<file path="config.mk">
export PLATFORM = sky130hd
export DESIGN_NAME = ewp_host
export DESIGN_NICKNAME = d
export VERILOG_FILES = /design/src/include/ewp_pkg.sv /design/src/include/ewp_pin_if.sv /design/src/hdl/ewp_host.sv /design/src/hdl/ewp_pin_seq.sv
export SDC_FILE = /design/constraint.sdc
export NUM_CORES = 1
export LEC_CHECK = 0
export CORE_UTILIZATION = 50
export DETAILED_ROUTE_END_ITERATION = 10
export DONT_BUFFER_PORTS = 1
export HOLD_SLACK_MARGIN = 0.12
export PLACE_DENSITY = 0.74
export SLEW_MARGIN = 25
export SYNTH_ARGS = -nofsm -noshare
export SYNTH_HDL_FRONTEND = slang
export SYNTH_SLANG_ARGS = --single-unit
export TNS_END_PERCENT = 1
</file>
<file path="constraint.sdc">
create_clock -name SYS_CLK -period 2.7 [get_ports SYS_CLK]
set_input_delay 0.81 -clock SYS_CLK [delete_from_list [all_inputs] [get_ports SYS_CLK]]
set_output_delay 0.81 -clock SYS_CLK [all_outputs]
set_load 0.01 [all_outputs]
</file>
<file path="src/include/ewp_pkg.sv">
/*
  Shared constants for the host side that drives a byte-wide parallel EEPROM
  with write protection: pin timing, the command key table and the polling bits.
  Assumes a 100 MHz system clock; every cycle count below is derived from that rate.
*/
package ewp_pkg;
  localparam int ADDR_W = 15;
  localparam int DATA_W = 8;
  localparam int CLK_NS = 10;
  // Least times round up to whole cycles
  localparam int SETUP_NS = 30;
  localparam int SETUP_CYC = (SETUP_NS + CLK_NS - 1) / CLK_NS;
  localparam int WE_LOW_NS = 100;     // Well above the 20 ns noise filter
  localparam int WE_LOW_CYC = (WE_LOW_NS + CLK_NS - 1) / CLK_NS;
  localparam int HOLD_NS = 30;
  localparam int HOLD_CYC = (HOLD_NS + CLK_NS - 1) / CLK_NS;
  localparam int READ_NS = 250;       // Access time plus the two sync stages
  localparam int READ_CYC = (READ_NS + CLK_NS - 1) / CLK_NS;
  // Longest time rounds down
  localparam int BYTE_LOAD_US = 100;
  localparam int BYTE_LOAD_CYC = BYTE_LOAD_US * 1000 / CLK_NS;
  localparam int WRITE_CYCLE_MS = 5;
  localparam int WRITE_CYCLE_CYC = WRITE_CYCLE_MS * 1000000 / CLK_NS;
  localparam int POLL_LIMIT_MS = 10;
  localparam int POLL_LIMIT_CYC = POLL_LIMIT_MS * 1000000 / CLK_NS;
  localparam int PHASE_W = 5;
  // Status bits seen on the data bus while the part programs
  localparam int POLL_BIT = 7;
  localparam int TOGGLE_BIT = 6;
  // Command key table
  localparam int ENABLE_LEN = 3;
  localparam int DISABLE_LEN = 6;
  localparam int KEY_IDX_W = 3;
  localparam logic [14:0] KEY_ADDR_A = 15'h0123;
  localparam logic [14:0] KEY_ADDR_B = 15'h0456;
  localparam logic [7:0] KEY_DATA_1 = 8'h3c;
  localparam logic [7:0] KEY_DATA_2 = 8'hc3;
  localparam logic [7:0] KEY_DATA_EN = 8'h5a;
  localparam logic [7:0] KEY_DATA_PRE = 8'h69;
  localparam logic [7:0] KEY_DATA_DIS = 8'ha5;

  typedef enum logic [1:0] {
    EWP_OP_WRITE = 2'h0,
    EWP_OP_READ = 2'h1,
    EWP_OP_UNPROTECT = 2'h2
  } ewp_op_t;

  // Address of key step idx; the disable key repeats the opening pair
  function automatic logic [14:0] ewp_key_addr(input logic [2:0] idx);
    ewp_key_addr = (idx == 3'h1 || idx == 3'h4) ? KEY_ADDR_B : KEY_ADDR_A;
  endfunction : ewp_key_addr

  function automatic logic [7:0] ewp_key_data(input logic dis, input logic [2:0] idx);
    unique case (idx)
      3'h0, 3'h3: ewp_key_data = KEY_DATA_1;
      3'h1, 3'h4: ewp_key_data = KEY_DATA_2;
      3'h2: ewp_key_data = dis ? KEY_DATA_PRE : KEY_DATA_EN;
      default: ewp_key_data = KEY_DATA_DIS;
    endcase
  endfunction : ewp_key_data
endpackage : ewp_pkg

</file>
<file path="src/include/ewp_pin_if.sv">
/*
  Request/answer carrier between the command engine and the pin sequencer.
  Assumes both ends share one clock; req is a level, done a one-cycle pulse.
*/
`timescale 1ns/1ps
interface ewp_pin_if;
  logic req;
  logic wr;
  logic [14:0] addr;
  logic [7:0] wdata;
  logic done;
  logic [7:0] rdata;

  modport engine (output req, output wr, output addr, output wdata, input done, input rdata);
  modport seq (input req, input wr, input addr, input wdata, output done, output rdata);
endinterface : ewp_pin_if

</file>
<file path="src/hdl/ewp_host.sv">
/*
  Host controller for a write-protected parallel EEPROM: accepts read, write
  and unprotect commands, issues key sequences, page loads and status polling.
  Assumes the EEPROM pins are wired directly and the data bus is resolved outside.
*/
// Contract
// - Protected mode: key before the first write of each page
// - Three key writes precede the data
// - Enable key sequence always followed by data write
// - Six key writes clear protection
// - Key writes issued back to back
`timescale 1ns/1ps
module ewp_host #(
  parameter int BYTE_LOAD_CYC = ewp_pkg::BYTE_LOAD_CYC,   // Page byte window in cycles
  parameter int WRITE_CYCLE_CYC = ewp_pkg::WRITE_CYCLE_CYC, // Settle after disable
  parameter int POLL_LIMIT_CYC = ewp_pkg::POLL_LIMIT_CYC,   // Give up polling after this
  parameter int TMR_W = 24                                 // Timer width
) (
  input wire logic SYS_CLK,         // System clock, 100 MHz
  input wire logic RESETN,          // Synchronous reset, active low
  input wire logic PROTECT_EN,      // Use keyed writes
  input wire logic CMD_VALID,       // Command offered
  output logic CMD_READY,           // Command taken when both high
  input wire logic [1:0] CMD_OP,    // ewp_op_t code
  input wire logic [14:0] CMD_ADDR, // Byte address
  input wire logic [7:0] CMD_DATA,  // Write data
  input wire logic CMD_LAST,        // Last byte of the page
  output logic RSP_VALID,           // Command finished, one cycle
  output logic [7:0] RSP_DATA,      // Read data
  output logic RSP_ERR,             // Poll timed out
  output logic BUSY,                // Engine not idle
  output logic EE_CE_N,             // Chip select
  output logic EE_OE_N,             // Output gate
  output logic EE_WE_N,             // Write strobe
  output logic [14:0] EE_ADDR,      // Address pins
  output logic [7:0] EE_DQ_O,       // Data pins out
  output logic EE_DQ_OE,            // Data pins driven
  input wire logic [7:0] EE_DQ_I    // Data pins in
);
  if (TMR_W < $clog2(POLL_LIMIT_CYC + 1) || TMR_W < $clog2(WRITE_CYCLE_CYC + 1)
      || TMR_W < $clog2(BYTE_LOAD_CYC + 1) || BYTE_LOAD_CYC < 2) begin : g_chk
    $error("Timer too narrow for the requested counts");
  end

  typedef enum logic [2:0] {
    ST_IDLE = 3'h0, ST_KEY = 3'h1, ST_DATA = 3'h3, ST_GAP = 3'h2,
    ST_POLL = 3'h6, ST_SETTLE = 3'h7, ST_RESP = 3'h5
  } ewp_st_t;

  ewp_pin_if pin ();
  ewp_st_t st_ff;
  logic [2:0] idx_ff;
  logic dis_ff, rd_ff, last_ff, first_ff, tog_ff, err_ff;
  logic [14:0] addr_ff;
  logic [7:0] data_ff, rsp_data_ff;
  logic [TMR_W-1:0] tmr_ff;
  logic cmd_fire, key_last, poll_ok;

  ewp_pin_seq u_seq (
    .clk(SYS_CLK),
    .rst_n(RESETN),
    .pin(pin),
    .ce_n(EE_CE_N),
    .oe_n(EE_OE_N),
    .we_n(EE_WE_N),
    .addr(EE_ADDR),
    .dq_o(EE_DQ_O),
    .dq_oe(EE_DQ_OE),
    .dq_i(EE_DQ_I)
  );

  // Only writes may extend an open page; anything else waits for the page to close
  assign CMD_READY = (st_ff == ST_IDLE) ||
                     (st_ff == ST_GAP && !last_ff && CMD_OP == ewp_pkg::EWP_OP_WRITE);
  assign cmd_fire = CMD_VALID && CMD_READY;
  assign key_last = idx_ff == (dis_ff ? 3'(ewp_pkg::DISABLE_LEN - 1) : 3'(ewp_pkg::ENABLE_LEN - 1));
  // Done once the toggle bit has stopped and the poll bit shows true data
  assign poll_ok = !first_ff && (pin.rdata[ewp_pkg::TOGGLE_BIT] == tog_ff)
                   && (pin.rdata[ewp_pkg::POLL_BIT] == data_ff[ewp_pkg::POLL_BIT]);

  // Bus cycles requested while a key, data or poll step is pending
  assign pin.req = (st_ff == ST_KEY) || (st_ff == ST_DATA) || (st_ff == ST_POLL);
  assign pin.wr = (st_ff == ST_KEY) || (st_ff == ST_DATA && !rd_ff);
  assign pin.addr = (st_ff == ST_KEY) ? ewp_pkg::ewp_key_addr(idx_ff) : addr_ff;
  assign pin.wdata = (st_ff == ST_KEY) ? ewp_pkg::ewp_key_data(dis_ff, idx_ff) : data_ff;

  // Command engine
  always_ff @(posedge SYS_CLK) begin
    if (!RESETN) begin
      st_ff <= ST_IDLE;
      idx_ff <= 3'h0;
      dis_ff <= 1'b0;
      rd_ff <= 1'b0;
      last_ff <= 1'b0;
      addr_ff <= 15'h0;
      data_ff <= 8'h0;
    end else begin
      unique case (st_ff)
        ST_IDLE: if (cmd_fire) begin
          addr_ff <= CMD_ADDR;
          data_ff <= CMD_DATA;
          last_ff <= CMD_LAST;
          rd_ff <= CMD_OP == ewp_pkg::EWP_OP_READ;
          idx_ff <= 3'h0;
          dis_ff <= CMD_OP == ewp_pkg::EWP_OP_UNPROTECT;
          if (CMD_OP == ewp_pkg::EWP_OP_UNPROTECT) st_ff <= ST_KEY;
          else if (CMD_OP == ewp_pkg::EWP_OP_WRITE && PROTECT_EN) st_ff <= ST_KEY; // Re-key each page
          else st_ff <= ST_DATA;
        end
        ST_KEY: if (pin.done) begin
          idx_ff <= idx_ff + 3'h1;                  // Next key write follows at once
          if (key_last) st_ff <= dis_ff ? ST_SETTLE : ST_DATA;
        end
        // The last byte also waits out the byte window: polling before the part
        // starts programming could match the old cell and finish early
        ST_DATA: if (pin.done) begin
          if (rd_ff) st_ff <= ST_RESP;
          else st_ff <= ST_GAP;
        end
        ST_GAP: if (cmd_fire) begin
          addr_ff <= CMD_ADDR;
          data_ff <= CMD_DATA;
          last_ff <= CMD_LAST;
          st_ff <= ST_DATA;
        end else if (tmr_ff == TMR_W'(BYTE_LOAD_CYC - 1)) begin
          st_ff <= ST_POLL;                         // Window lapsed, part is programming
        end
        // Leave only at the end of a read, so no stale done reaches the next command
        ST_POLL: if (pin.done && (poll_ok || tmr_ff >= TMR_W'(POLL_LIMIT_CYC - 1))) st_ff <= ST_RESP;
        ST_SETTLE: if (tmr_ff == TMR_W'(WRITE_CYCLE_CYC - 1)) st_ff <= ST_RESP;
        ST_RESP: st_ff <= ST_IDLE;
        default: st_ff <= ST_IDLE;
      endcase
    end
  end

  // One timer serves the byte window, the poll limit and the disable settle
  always_ff @(posedge SYS_CLK) begin
    if (!RESETN) tmr_ff <= '0;
    else if (st_ff != ST_GAP && st_ff != ST_POLL && st_ff != ST_SETTLE) tmr_ff <= '0;
    // Restart on a new byte and again when the window closes, so the poll limit is its own
    else if (st_ff == ST_GAP && (cmd_fire || tmr_ff == TMR_W'(BYTE_LOAD_CYC - 1))) tmr_ff <= '0;
    else tmr_ff <= tmr_ff + TMR_W'(1);
  end

  // Poll history: previous toggle bit and whether a first read is still due
  always_ff @(posedge SYS_CLK) begin
    if (!RESETN) begin
      first_ff <= 1'b1;
      tog_ff <= 1'b0;
    end else if (st_ff != ST_POLL) begin
      first_ff <= 1'b1;
    end else if (pin.done) begin
      first_ff <= 1'b0;
      tog_ff <= pin.rdata[ewp_pkg::TOGGLE_BIT];
    end
  end

  // Answer fields
  always_ff @(posedge SYS_CLK) begin
    if (!RESETN) begin
      rsp_data_ff <= 8'h0;
      err_ff <= 1'b0;
    end else if (st_ff == ST_DATA && pin.done && rd_ff) begin
      rsp_data_ff <= pin.rdata;
      err_ff <= 1'b0;
    end else if (st_ff == ST_POLL) begin
      err_ff <= !(pin.done && poll_ok);
    end else if (st_ff == ST_SETTLE) begin
      err_ff <= 1'b0;
    end
  end

  assign RSP_VALID = st_ff == ST_RESP;
  assign RSP_DATA = rsp_data_ff;
  assign RSP_ERR = err_ff;
  assign BUSY = st_ff != ST_IDLE;

  localparam int LOAD_LIM = BYTE_LOAD_CYC;
endmodule : ewp_host

</file>
<file path="src/hdl/ewp_pin_seq.sv">
/*
  Pin sequencer: runs one write or read bus cycle on the EEPROM strobes.
  Assumes the engine holds req and the request fields steady until done.
*/
`timescale 1ns/1ps
module ewp_pin_seq (
  input wire logic clk,             // System clock
  input wire logic rst_n,           // Synchronous reset, active low
  ewp_pin_if.seq pin,               // Request from the engine
  output logic ce_n,                // Chip select, active low
  output logic oe_n,                // Output gate, active low
  output logic we_n,                // Write strobe, active low
  output logic [14:0] addr,         // Address pins
  output logic [7:0] dq_o,          // Data out
  output logic dq_oe,               // Data drive enable
  input wire logic [7:0] dq_i       // Data in from the pins
);
  typedef enum logic [1:0] {PS_IDLE = 2'h0, PS_SETUP = 2'h1, PS_STROBE = 2'h3, PS_HOLD = 2'h2} ewp_ps_t;
  ewp_ps_t st_ff;
  logic [4:0] cnt_ff;
  logic wr_ff, ce_n_ff, oe_n_ff, we_n_ff, dq_oe_ff;
  logic [14:0] addr_ff;
  logic [7:0] dq_o_ff, rdata_ff, dq_s1_ff, dq_s2_ff;
  logic [4:0] we_lo_ff;

  // Two stages before anyone looks at the pins
  always_ff @(posedge clk) begin
    dq_s1_ff <= dq_i;
    dq_s2_ff <= dq_s1_ff;
  end

  // Phase machine; strobes only move between phases
  always_ff @(posedge clk) begin
    if (!rst_n) begin
      st_ff <= PS_IDLE;
      cnt_ff <= 5'h0;
      wr_ff <= 1'b0;
      ce_n_ff <= 1'b1;
      oe_n_ff <= 1'b1;
      we_n_ff <= 1'b1;
      dq_oe_ff <= 1'b0;
      addr_ff <= 15'h0;
      dq_o_ff <= 8'h0;
      rdata_ff <= 8'h0;
    end else begin
      unique case (st_ff)
        PS_IDLE: if (pin.req) begin
          st_ff <= PS_SETUP;
          wr_ff <= pin.wr;
          addr_ff <= pin.addr;                     // Address loads on the same edge that chip select falls; the write strobe falls SETUP_CYC later
          dq_o_ff <= pin.wdata;
          dq_oe_ff <= pin.wr;
          ce_n_ff <= 1'b0;
          oe_n_ff <= pin.wr;                       // Gate stays high for a write
          cnt_ff <= 5'(ewp_pkg::SETUP_CYC - 1);
        end
        PS_SETUP: if (cnt_ff == 5'h0) begin
          st_ff <= PS_STROBE;
          we_n_ff <= !wr_ff;
          cnt_ff <= wr_ff ? 5'(ewp_pkg::WE_LOW_CYC - 1) : 5'(ewp_pkg::READ_CYC - 1);
        end else begin
          cnt_ff <= cnt_ff - 5'h1;
        end
        PS_STROBE: if (cnt_ff == 5'h0) begin
          st_ff <= PS_HOLD;
          we_n_ff <= 1'b1;                         // Data still driven at the rising edge
          oe_n_ff <= 1'b1;
          if (!wr_ff) rdata_ff <= dq_s2_ff;
          cnt_ff <= 5'(ewp_pkg::HOLD_CYC - 1);
        end else begin
          cnt_ff <= cnt_ff - 5'h1;
        end
        PS_HOLD: if (cnt_ff == 5'h0) begin
          st_ff <= PS_IDLE;
          ce_n_ff <= 1'b1;
          dq_oe_ff <= 1'b0;
        end else begin
          cnt_ff <= cnt_ff - 5'h1;
        end
      endcase
    end
  end

  // Helper: length of the current write strobe low time
  always_ff @(posedge clk) begin
    if (!rst_n) we_lo_ff <= 5'h0;
    else we_lo_ff <= we_n_ff ? 5'h0 : we_lo_ff + 5'h1;
  end

  assign pin.done = (st_ff == PS_HOLD) && (cnt_ff == 5'h0);
  assign pin.rdata = rdata_ff;
  assign ce_n = ce_n_ff;
  assign oe_n = oe_n_ff;
  assign we_n = we_n_ff;
  assign addr = addr_ff;
  assign dq_o = dq_o_ff;
  assign dq_oe = dq_oe_ff;

  localparam int WE_MIN = ewp_pkg::WE_LOW_CYC;
endmodule : ewp_pin_seq

</file>
# Word-level counts from Yosys, hierarchy flattened
# Cells that the tools add are included.
# word_totals
output_inout_bits,39
regBits,126
in_bits,38
elab_cells,166
# op_classes
eq_ne,35
n_reduce_logical,56
order_cmp,1
n_mux,44
addsub,3
bitwise,3
# op_table
cell,n
$mux 3,13
$mux 5,5
$add 24x1->24 const B,1
$eq 24x14->1 const B,1
$eq 24x19->1 const B,1
$ge 24x20->1 const B,1
$pmux 8 s3,1
$pmux 5 s4,1
$pmux 3 s6,1
$ne 2x2->1 const B,8
$logic_and 1x1->1,15
$mux 15,1
$reduce_and 3->1,5
$eq 3x2->1 const B,4
$eq 3x3->1 const B,4
$mux 2,6
$mux 11,1
$reduce_and 2->1,5
$reduce_bool 2->1,5
$reduce_or 2->1,5
$mux 8,1
$pmux 1 s2,4
$pmux 2 s4,1
$logic_or 1x1->1,7
22 further kinds,45

# Depth between registers and ports, before layout
# Gate-level depths: netlist of the first run.
# logic_depth
word_depth,8
mapped_depth,9
depth_no_buf,7

# Hierarchy
# From an unflattened synthesis of the first run, not the netlist that was laid out.
# hier_totals
hier_cells,653
hier_area_um2,5602.9
# modules_own_cells
module,area_per_inst_um2,instances,seq_area_each_um2,cells_each
ewp_host,3439.5,1,1341.3,423
ewp_pin_seq,2163.3,1,1181.1,230

# Least setup slack after synthesis of the first run
# No wires, ideal clock.
# synth_path
kind,in2reg
startpoint,input CMD_OP[1]
endpoint,register addr_ff[0]
setup_slack_ps,373
path_buffers,2
t_arrival_ps,2251
setup_time_ps,76
required_ps,2624
stages,7
path_cell_list,o31a_1 nor3_1 and2_1 clkbuf_1 clkbuf_1 nand2_1 a21boi_0
# synth_via
elab_chain_len,5
# synth_lines
item,line,source
start: declaration,ewp_host.sv:24,"input wire logic [1:0] CMD_OP,"
$logic_not 2->1,ewp_host.sv:74,(st_ff == ST_GAP && !last_ff && CMD_OP == ewp_pkg::EWP_OP_WRITE);
$logic_and 1x1->1,ewp_host.sv:74,
$logic_or 1x1->1,ewp_host.sv:73,assign CMD_READY = (st_ff == ST_IDLE) ||
net CMD_READY,ewp_host.sv:23,"output logic CMD_READY,"
$logic_and 1x1->1,ewp_host.sv:75,assign cmd_fire = CMD_VALID && CMD_READY;
$reduce_and 2->1 (no source line),-,
end signal: assignment,ewp_host.sv:95,addr_ff <= 15'h0;
end signal: assignment,ewp_host.sv:100,addr_ff <= CMD_ADDR;
end signal: assignment,ewp_host.sv:121,addr_ff <= CMD_ADDR;
end: declaration,ewp_host.sv:54,logic [14:0] addr_ff;
# The timed path passes the listed nets, and every way through them passes these cells.
# A chain may end at the register's enable or synchronous reset.

# Worst setup path in the final report of the first run
# layout_path
startpoint,register u_seq.cnt_ff[0]
endpoint,"register rsp_data_ff[5], in the netlist RSP_DATA[5]"
# layout_via
elab_chain_len,4
# layout_lines
item,line,source
start: declaration,ewp_pin_seq.sv:20,logic [4:0] cnt_ff;
start signal: assignment,ewp_pin_seq.sv:55,cnt_ff <= 5'(ewp_pkg::SETUP_CYC - 1);
start signal: assignment,ewp_pin_seq.sv:60,cnt_ff <= wr_ff ? 5'(ewp_pkg::WE_LOW_CYC - 1) : 5'(ewp_pkg::READ_CYC - 1);
start signal: assignment,ewp_pin_seq.sv:62,cnt_ff <= cnt_ff - 5'h1;
$logic_not 5->1,ewp_pin_seq.sv:90,assign pin.done = (st_ff == PS_HOLD) && (cnt_ff == 5'h0);
$logic_and 1x1->1,ewp_pin_seq.sv:90,
$logic_and 1x1->1 (2 in series),ewp_host.sv:164,end else if (st_ff == ST_DATA && pin.done && rd_ff) begin
end signal: assignment,ewp_host.sv:165,rsp_data_ff <= pin.rdata;
end: declaration,ewp_host.sv:55,"logic [7:0] data_ff, rsp_data_ff;"
# Every way passes these cells.

==> impl_metrics.ini, run 1 <==
[outcome]
outcome = finished, final reports clean

[routing]
drt-total-wl_um = 11900
wl_per_cell_um = 15.8
drt_iter0_markers = 250
ant_nets = 0
via_count = 4299
viasPerCell = 5.72
drc = 0
detail_route.first_pass.iterations = 5

[synth]
synth_area_per_cell_um2 = 8.85
synth_ff_type = dfxtp_1
synth-edff-count = 0
seq_area_frac_synth = 0.469
yosys_warnings = 0
yosysTopAreaCellShare = 0.469
synth_top_area_cell = dfxtp_1
synth_seq_cells = 126
async_flop_share = 0
yosysMostFrequentCell = dfxtp_1
synth.distinct_cells = 61
synthesis.area_um2 = 5380
synth_nets = 653
yosys-top-cells-count = dfxtp_1 (126), nand2_1 (102), nor2_1 (46)
syn_inst = 608
synthTopCellsByArea = dfxtp_1 (47%), nand2_1 (7.1%), a21boi_0 (6.0%)

[clock_network]
clk_pin_slew_ns = 0.06
cts_tree = done
clock_path_buffers = 2
htreeDepth = 4
numCtsBuffers = 17
root_buffer = clkbuf_8
clock_latency_ns = 0.53
clock-sinks = 126
postCtsSetupBuffers = 0
cts_hold_buf = 0

[floorplan]
start_util = 0.519
die_w_um = 106
die_area_um2 = 11200
core_um2 = 10400
die_y_um = 106
pin_count = 77
rows = 37

[power]
leakagePower_nw = 2.29
p_per_area_nw_per_um2 = 1010
vdd_drop_max_mv = 0.598
total_power_mw = 6.17

[timing]
hold_viol = 0
maxSlewHeadroom = 0.534
whs_ns = 0.307
tightest_slew_ns = 0.682
finalClockSkew_ns = 0.00678
clock.fmax_ghz = 0.395
rsz0062_at_grt = no
setup_viol = 0
fin_crit_sh = 0.937
fin_setup_tns_ns = 0
finalCriticalPeriod_ns = 2.53
slew_viol_final = 0
setup_ws_ns = 0.171

[cells_and_area]
final_area_um2 = 6120
diodes = 0
area_growth_pct = 13.7
drive_above_1_share = 0.0877
fill_cells = 895
nNetsFinal = 648

[worst_setup_path]
crit_type = flip-flop to flip-flop
cp.buffers_inverters = 1
cp_slowest_cell = or3_1
cp_num_cells = 7
path_cells = inv_1 -> ha_1 -> or3b_4 -> or4b_1 -> or3_1 -> mux2i_1 -> nor2b_1
critPathMaxStageDelay_ns = 0.55
endpoint_kind = flip-flop
arrival_ns = 2.94
critPathTopFamily = simple AND/OR/NAND/NOR gates
worstRegToRegCells = 7
worstPathRequired_ns = 3.11
critPathMaxFanout = 9
cp-start-kind = flip-flop

[global_routing]
grt_usage = 0.224
grt_start_max_net_pins = 89
antenna_found_initial = 0
grt_overflow = 0
grt_pass1_wl_um = 19700
grt_pass1_vias = 4030

[place]
placed_area_um2 = 5500
gp_congestion = 0.851
port_buffers = 0
hpwlAfterDp_um = 7780
place_worst_setup_slack_ns = 0.218

[worst_hold_path]
hold_depth = 0
min_path_type = primary input to flip-flop

[run]
maxCapViolations = 0
[routing by layer]
layer	share of wire	vias to the layer above	GRT usage
met1	0.44	2059	0.274
met3	0.052	22	0.0699
met5	0	-	0
met4	0.020	0	0.0942
met2	0.49	118	0.364
li1	-	2100	-
[path summary, 6_finish.rpt]
check                         start                end  slack, ns
setup / recovery    u_seq.cnt_ff[0]        RSP_DATA[5]       0.17
hold / removal           EE_DQ_I[0]  u_seq.dq_s1_ff[0]       0.31
setup reg to reg    u_seq.cnt_ff[0]        RSP_DATA[5]       0.17
hold reg to reg   u_seq.dq_s1_ff[1]  u_seq.dq_s2_ff[1]       0.32
[cells in the final DEF, fill, tap and decap left out, drive strengths merged, types with 12 or more instances in the layout]
master	n
dfxtp	126
nand2	102
nor2	47
a21boi	43
nor2b	25
nand3	25
clkbuf	22
mux2i	20
a21oi	16
nor3	15
xnor2	14
and3	13
buf	13
o21ai	12
[cell type report]
| type | instances | area (µm²) | share of cell area |
|---|---|---|---|
| clock inverter | 10 | 161 | 0.0264 |
| clock buffer | 22 | 453 | 0.0740 |
| tap | 136 | 170 | 0.0278 |
| inverter | 10 | 37.5 | 0.00614 |
| multi-input combinational | 435 | 2680 | 0.437 |
| sequential | 126 | 2520 | 0.412 |
| timing repair buffer | 13 | 97.6 | 0.0160 |
[registers in the layout, summed over array words and instances (netlist names), 2 cells and up]
register,flops
u_seq.dq_o,8
u_seq.addr,15
u_seq.st_ff,2
idx_ff,3
tmr_ff,24
u_seq.cnt_ff,5
u_seq.dq_s2_ff,8
RSP_DATA,8
data_ff,8
addr_ff,15
u_seq.dq_s1_ff,8
st_ff,3
u_seq.pin.rdata,8
[cell families (layout without fill, tap and decap cells)]
kind of cell,after synthesis,count (layout),synth area share
buffers and inverters,47,55,0.0354
muxes,20,20,0.0372
and+or+nand+nor,267,267,0.245
AOI/OAI and AO/OA,117,117,0.158
DFF,126,126,0.469
xor gates and xnor gates,24,24,0.0391
adders and majority gates,7,7,0.0163
[power by group]
group          total [mW]  internal (mW)  switching (mW)  leakage (nW)
combinational        1.38          0.553           0.825         0.955
clock                2.36           1.55           0.815         0.303
sequential           2.43           2.12           0.309          1.03
[metrics by stage]
| step | instances | util |
|---|---|---|
| after detailed placement | 720 | 0.530 |
| after floorplan | 608 | - |
| final | 752 | 0.590 |
| after CTS | 752 | 0.589 |
| after global placement | 720 | 0.530 |
| after global routing | 752 | 0.590 |
[timing repair]
item	4_1_cts	5_1_grt
endpoints found under the setup margin	0	1
hold endpoints to repair	0	0
gates resized for setup	0	1
Power figures use the tool's default switching activity.
==> inputs of run 2 (changes only) <==
clock period = 2.8 ns   (was 2.7 ns; I/O delays follow)
==> impl_metrics.ini, run 2 (synthesis results as in run 1) <==
[outcome]
outcome = finished, final reports clean

[global_routing]
antenna_found_initial = 0
grt_start_max_net_pins = 89
grt_overflow = 0
grt_pass1_wl_um = 19500
grt_usage = 0.221
grt_pass1_vias = 4000

[cells_and_area]
diodes = 0
layout_common_cells = dfxtp_1 (126), nand2_1 (102), nor2_1 (46)
drive_above_1_share = 0.0862
largest_register_ffs = 24
layout_commonest_cell = dfxtp_1
area_growth_pct = 13.0
largest_register = tmr_ff
nNetsFinal = 648
fin_cells = 751

[timing]
rsz0062_at_grt = no
tightest_slew_ns = 0.636
setup_viol = 0
finalClockSkew_ns = 0.00901
slew_viol_final = 0
hold_viol = 0
fin_setup_tns_ns = 0
setup_ws_ns = 0.172
fin_crit_sh = 0.939
clock.fmax_ghz = 0.381
finalCriticalPeriod_ns = 2.63
maxSlewHeadroom = 0.565

[worst_setup_path]
worstPathRequired_ns = 1.96
critPathMaxFanout = 9
path_cells = buf_4 -> inv_1 -> nor3b_1
endpoint_kind = primary output
crit_type = flip-flop to primary output
critPathMaxStageDelay_ns = 0.52
arrival_ns = 1.79
cp_slowest_cell = nor3b_1
cp-start-kind = flip-flop

[clock_network]
clk_pin_slew_ns = 0.06
cts_hold_buf = 0
htreeDepth = 4
clock-sinks = 126
postCtsSetupBuffers = 0
clock_path_buffers = 2
numCtsBuffers = 17
root_buffer = clkbuf_8
cts_resized = 0
clock_latency_ns = 0.53
cts_tree = done

[floorplan]
die_w_um = 106
die_y_um = 106
die_area_um2 = 11200
start_util = 0.519
core_um2 = 10400
pin_count = 77
rows = 37

[worst_hold_path]
min_path_type = flip-flop to flip-flop

[routing]
detail_route.first_pass.iterations = 4
ant_nets = 0
drt_iter0_markers = 228
wl_per_cell_um = 15.5
drc = 0
drt-total-wl_um = 11700
viasPerCell = 5.62
via_count = 4218

[place]
post-place-cells = 720
gp_congestion = 0.914
place_worst_setup_slack_ns = 0.308
port_buffers = 0
hpwlAfterDp_um = 7650

[power]
p_per_area_nw_per_um2 = 956
leakagePower_nw = 2.26
total_power_mw = 5.81
vdd_drop_max_mv = 0.450

[run]
maxCapViolations = 0
==> run 2: cell count changes in the layout (fill, tap and decap cells not counted) <==
cell,change
clkinvlp_4,+2
clkinv_4,-1
clkinv_2,+1
clkbuf_1,-1
nor3b_1,+1
clkbuf_8,-1
bufinv_16,-1
nor3b_2,-1
==> run 2: stage by stage <==
step	hold slack (ns)	area (µm²)	utilization
floorplan	0.310	5380	-
CTS	0.324	6080	0.586
global route	0.315	6080	0.586
global placement	0.310	5500	0.530
detailed placement	0.312	5500	0.530
finish	0.324	6080	0.586
==> run 2: routing by layer <==
layer	vias to the layer above	GRT usage	part of all wire
met5	-	0	0
met2	99	0.356	0.48
li1	2095	-	-
met4	0	0.0972	0.025
met1	1995	0.273	0.44
met3	29	0.0656	0.054
==> run 2: worst max-delay path: cells and delay by family, from the launching register on <==
kind	cells	cell delay, ns
buffers and inverters	2	0.30
DFF	1	0.45
and+or+nand+nor	1	0.52
==> run 2: cell type report <==
class / count / area (µm²)
Sequential cell: 126 / 2520
Multi-Input combinational cell: 435 / 2670
Clock inverter: 11 / 143
Tap cell: 136 / 170
Timing Repair Buffer: 13 / 97.6
Inverter: 10 / 37.5
Fill cell: 904 / 4290
Clock buffer: 20 / 435
==> run 2: report_power, final <==
group	switching [mW]	total (mW)	internal, mW	leakage [nW]
Sequential	0.265	2.31	2.05	1.03
Clock	0.778	2.15	1.37	0.280
Combinational	0.821	1.35	0.530	0.955
==> run 2: path summary, 6_finish.rpt <==
path                                        start           endpoint  slack (ns)  cells past startpoint
worst max-delay path                     st_ff[2]          RSP_VALID        0.17                      3
worst min-delay path            u_seq.dq_s1_ff[4]  u_seq.dq_s2_ff[4]        0.32                      0
worst max register to register    u_seq.cnt_ff[0]        RSP_DATA[3]        0.30                      7
worst min register to register  u_seq.dq_s1_ff[4]  u_seq.dq_s2_ff[4]        0.32                      0
==> inputs of run 3 (changes only) <==
CELL_PAD_IN_SITES_DETAIL_PLACEMENT = 1   (was default)
CELL_PAD_IN_SITES_GLOBAL_PLACEMENT = 1   (was default)
CORE_UTILIZATION = 48   (was 50)
PLACE_DENSITY = 0.88   (was 0.74)
==> impl_metrics.ini, run 3 (synthesis results as in run 1) <==
[power]
p_per_area_nw_per_um2 = 1000
pwr-share-seq = 0.382
intPower_mw = 4.14
switching_share = 0.326
vdd_drop_max_mv = 0.625
power.share.clock = 0.392
p_switching_mw = 2.01
combPwrFrac = 0.227
leakagePower_nw = 2.29

[timing]
fin_setup_tns_ns = 0
clock.fmax_ghz = 0.378
slew_viol_final = 0
finalCriticalPeriod_ns = 2.64
finalClockSkew_ns = 0.00888
rsz0062_at_grt = no
tightest_slew_ns = 0.637
setup_ws_ns = 0.158
maxSlewHeadroom = 0.564
setup_viol = 0
fin_crit_sh = 0.944
hold_viol = 0
whs_ns = 0.325

[clock_network]
clk_pin_slew_ns = 0.06
htreeDepth = 4
clock_path_buffers = 2
numCtsBuffers = 17
root_buffer = clkbuf_8
cts_hold_buf = 0
cts_resized = 0
clock_latency_ns = 0.54
clock-sinks = 126
cts_tree = done
postCtsSetupBuffers = 0

[place]
port_buffers = 0
place_worst_setup_slack_ns = 0.213
gp_congestion = 0.854
post-place-cells = 724
hpwlAfterDp_um = 9240

[cells_and_area]
diodes = 0
fin_cells = 756
largest_register_ffs = 24
drive_above_1_share = 0.0877
fill_cells = 1231
largest_register = tmr_ff
area_growth_pct = 14.2
layout_common_cells = dfxtp_1 (126), nand2_1 (102), nor2_1 (46)
nNetsFinal = 648
layout_commonest_cell = dfxtp_1

[routing]
drt_iter0_markers = 284
detail_route.first_pass.iterations = 4
drt-total-wl_um = 14100
via_count = 4360
ant_nets = 0
drc = 0
wl_per_cell_um = 18.7
viasPerCell = 5.77

[floorplan]
pin_count = 77
core_um2 = 10900
start_util = 0.494
rows = 38
die_area_um2 = 11600
die_w_um = 108
die_y_um = 108

[worst_setup_path]
cp-start-kind = flip-flop
arrival_ns = 1.80
r2r_slack_ns = 0.19
worstPathRequired_ns = 1.96
crit_type = flip-flop to primary output
endpoint_kind = primary output
critPathMaxFanout = 15

[global_routing]
antenna_found_initial = 0
grt_usage = 0.259
grt_start_max_net_pins = 89
grt_pass1_wl_um = 22800
grt_overflow = 0
grt_pass1_vias = 4498

[run]
maxCapViolations = 0

[worst_hold_path]
min_path_type = flip-flop to flip-flop

[outcome]
outcome = finished, final reports clean
==> run 3: cell types whose count changed in the layout (fill, tap and decap cells not counted), sizes merged <==
cell / before / now
bufinv: 3 / 5
inv: 10 / 12
clkbuf: 20 / 19
clkinv: 6 / 5
clkinvlp: 2 / 1
==> run 3: area by class of cell <==
class	instances	area, µm²	share of cell area
timing repair buffer	13	97.6	0.0159
clock buffer	19	432	0.0703
multi-input combinational	435	2670	0.434
tap	140	175	0.0285
inverter	10	37.5	0.00611
clock inverter	13	211	0.0344
sequential	126	2520	0.411
==> run 3: metal layers <==
layer,GRT usage,up-vias,wire (µm)
met1,0.290,2140,5900
met5,0,-,0
met3,0.0751,29,577
met4,0.122,0,352
li1,-,2100,-
met2,0.450,91,7320
==> run 3: worst max-delay path, cell delays in order, from the launching register on <==
cell,delay (ns)
dfxtp_1,0.66
inv_1,0.15
nor3b_1,0.45
==> run 3: path summary, 6_finish.rpt <==
path,from,endpoint,cells past startpoint
worst max-delay path,st_ff[2],RSP_VALID,2
worst min-delay path,u_seq.dq_s1_ff[2],u_seq.dq_s2_ff[2],0
worst max register to register,u_seq.cnt_ff[0],RSP_DATA[7],7
worst min register to register,u_seq.dq_s1_ff[2],u_seq.dq_s2_ff[2],0
==> run 3: power by group through the flow <==
stage               Combinational, mW  Sequential [mW]  Clock, mW
detailed placement               1.37             2.38          0
global route                     1.53             2.38       2.52
finish                           1.39             2.35       2.41
global placement                 1.29             2.36          0
floorplan                        1.04             2.26          0
CTS                              1.39             2.35       2.44
==> run 3: per-stage QoR <==
step	total power, mW	utilization	instance area, µm²
after floorplan	3.30	-	5380
after global placement	3.65	0.505	5500
after detailed placement	3.75	0.505	5500
after CTS	6.18	0.564	6140
after global routing	6.43	0.564	6140
final	6.15	0.564	6140
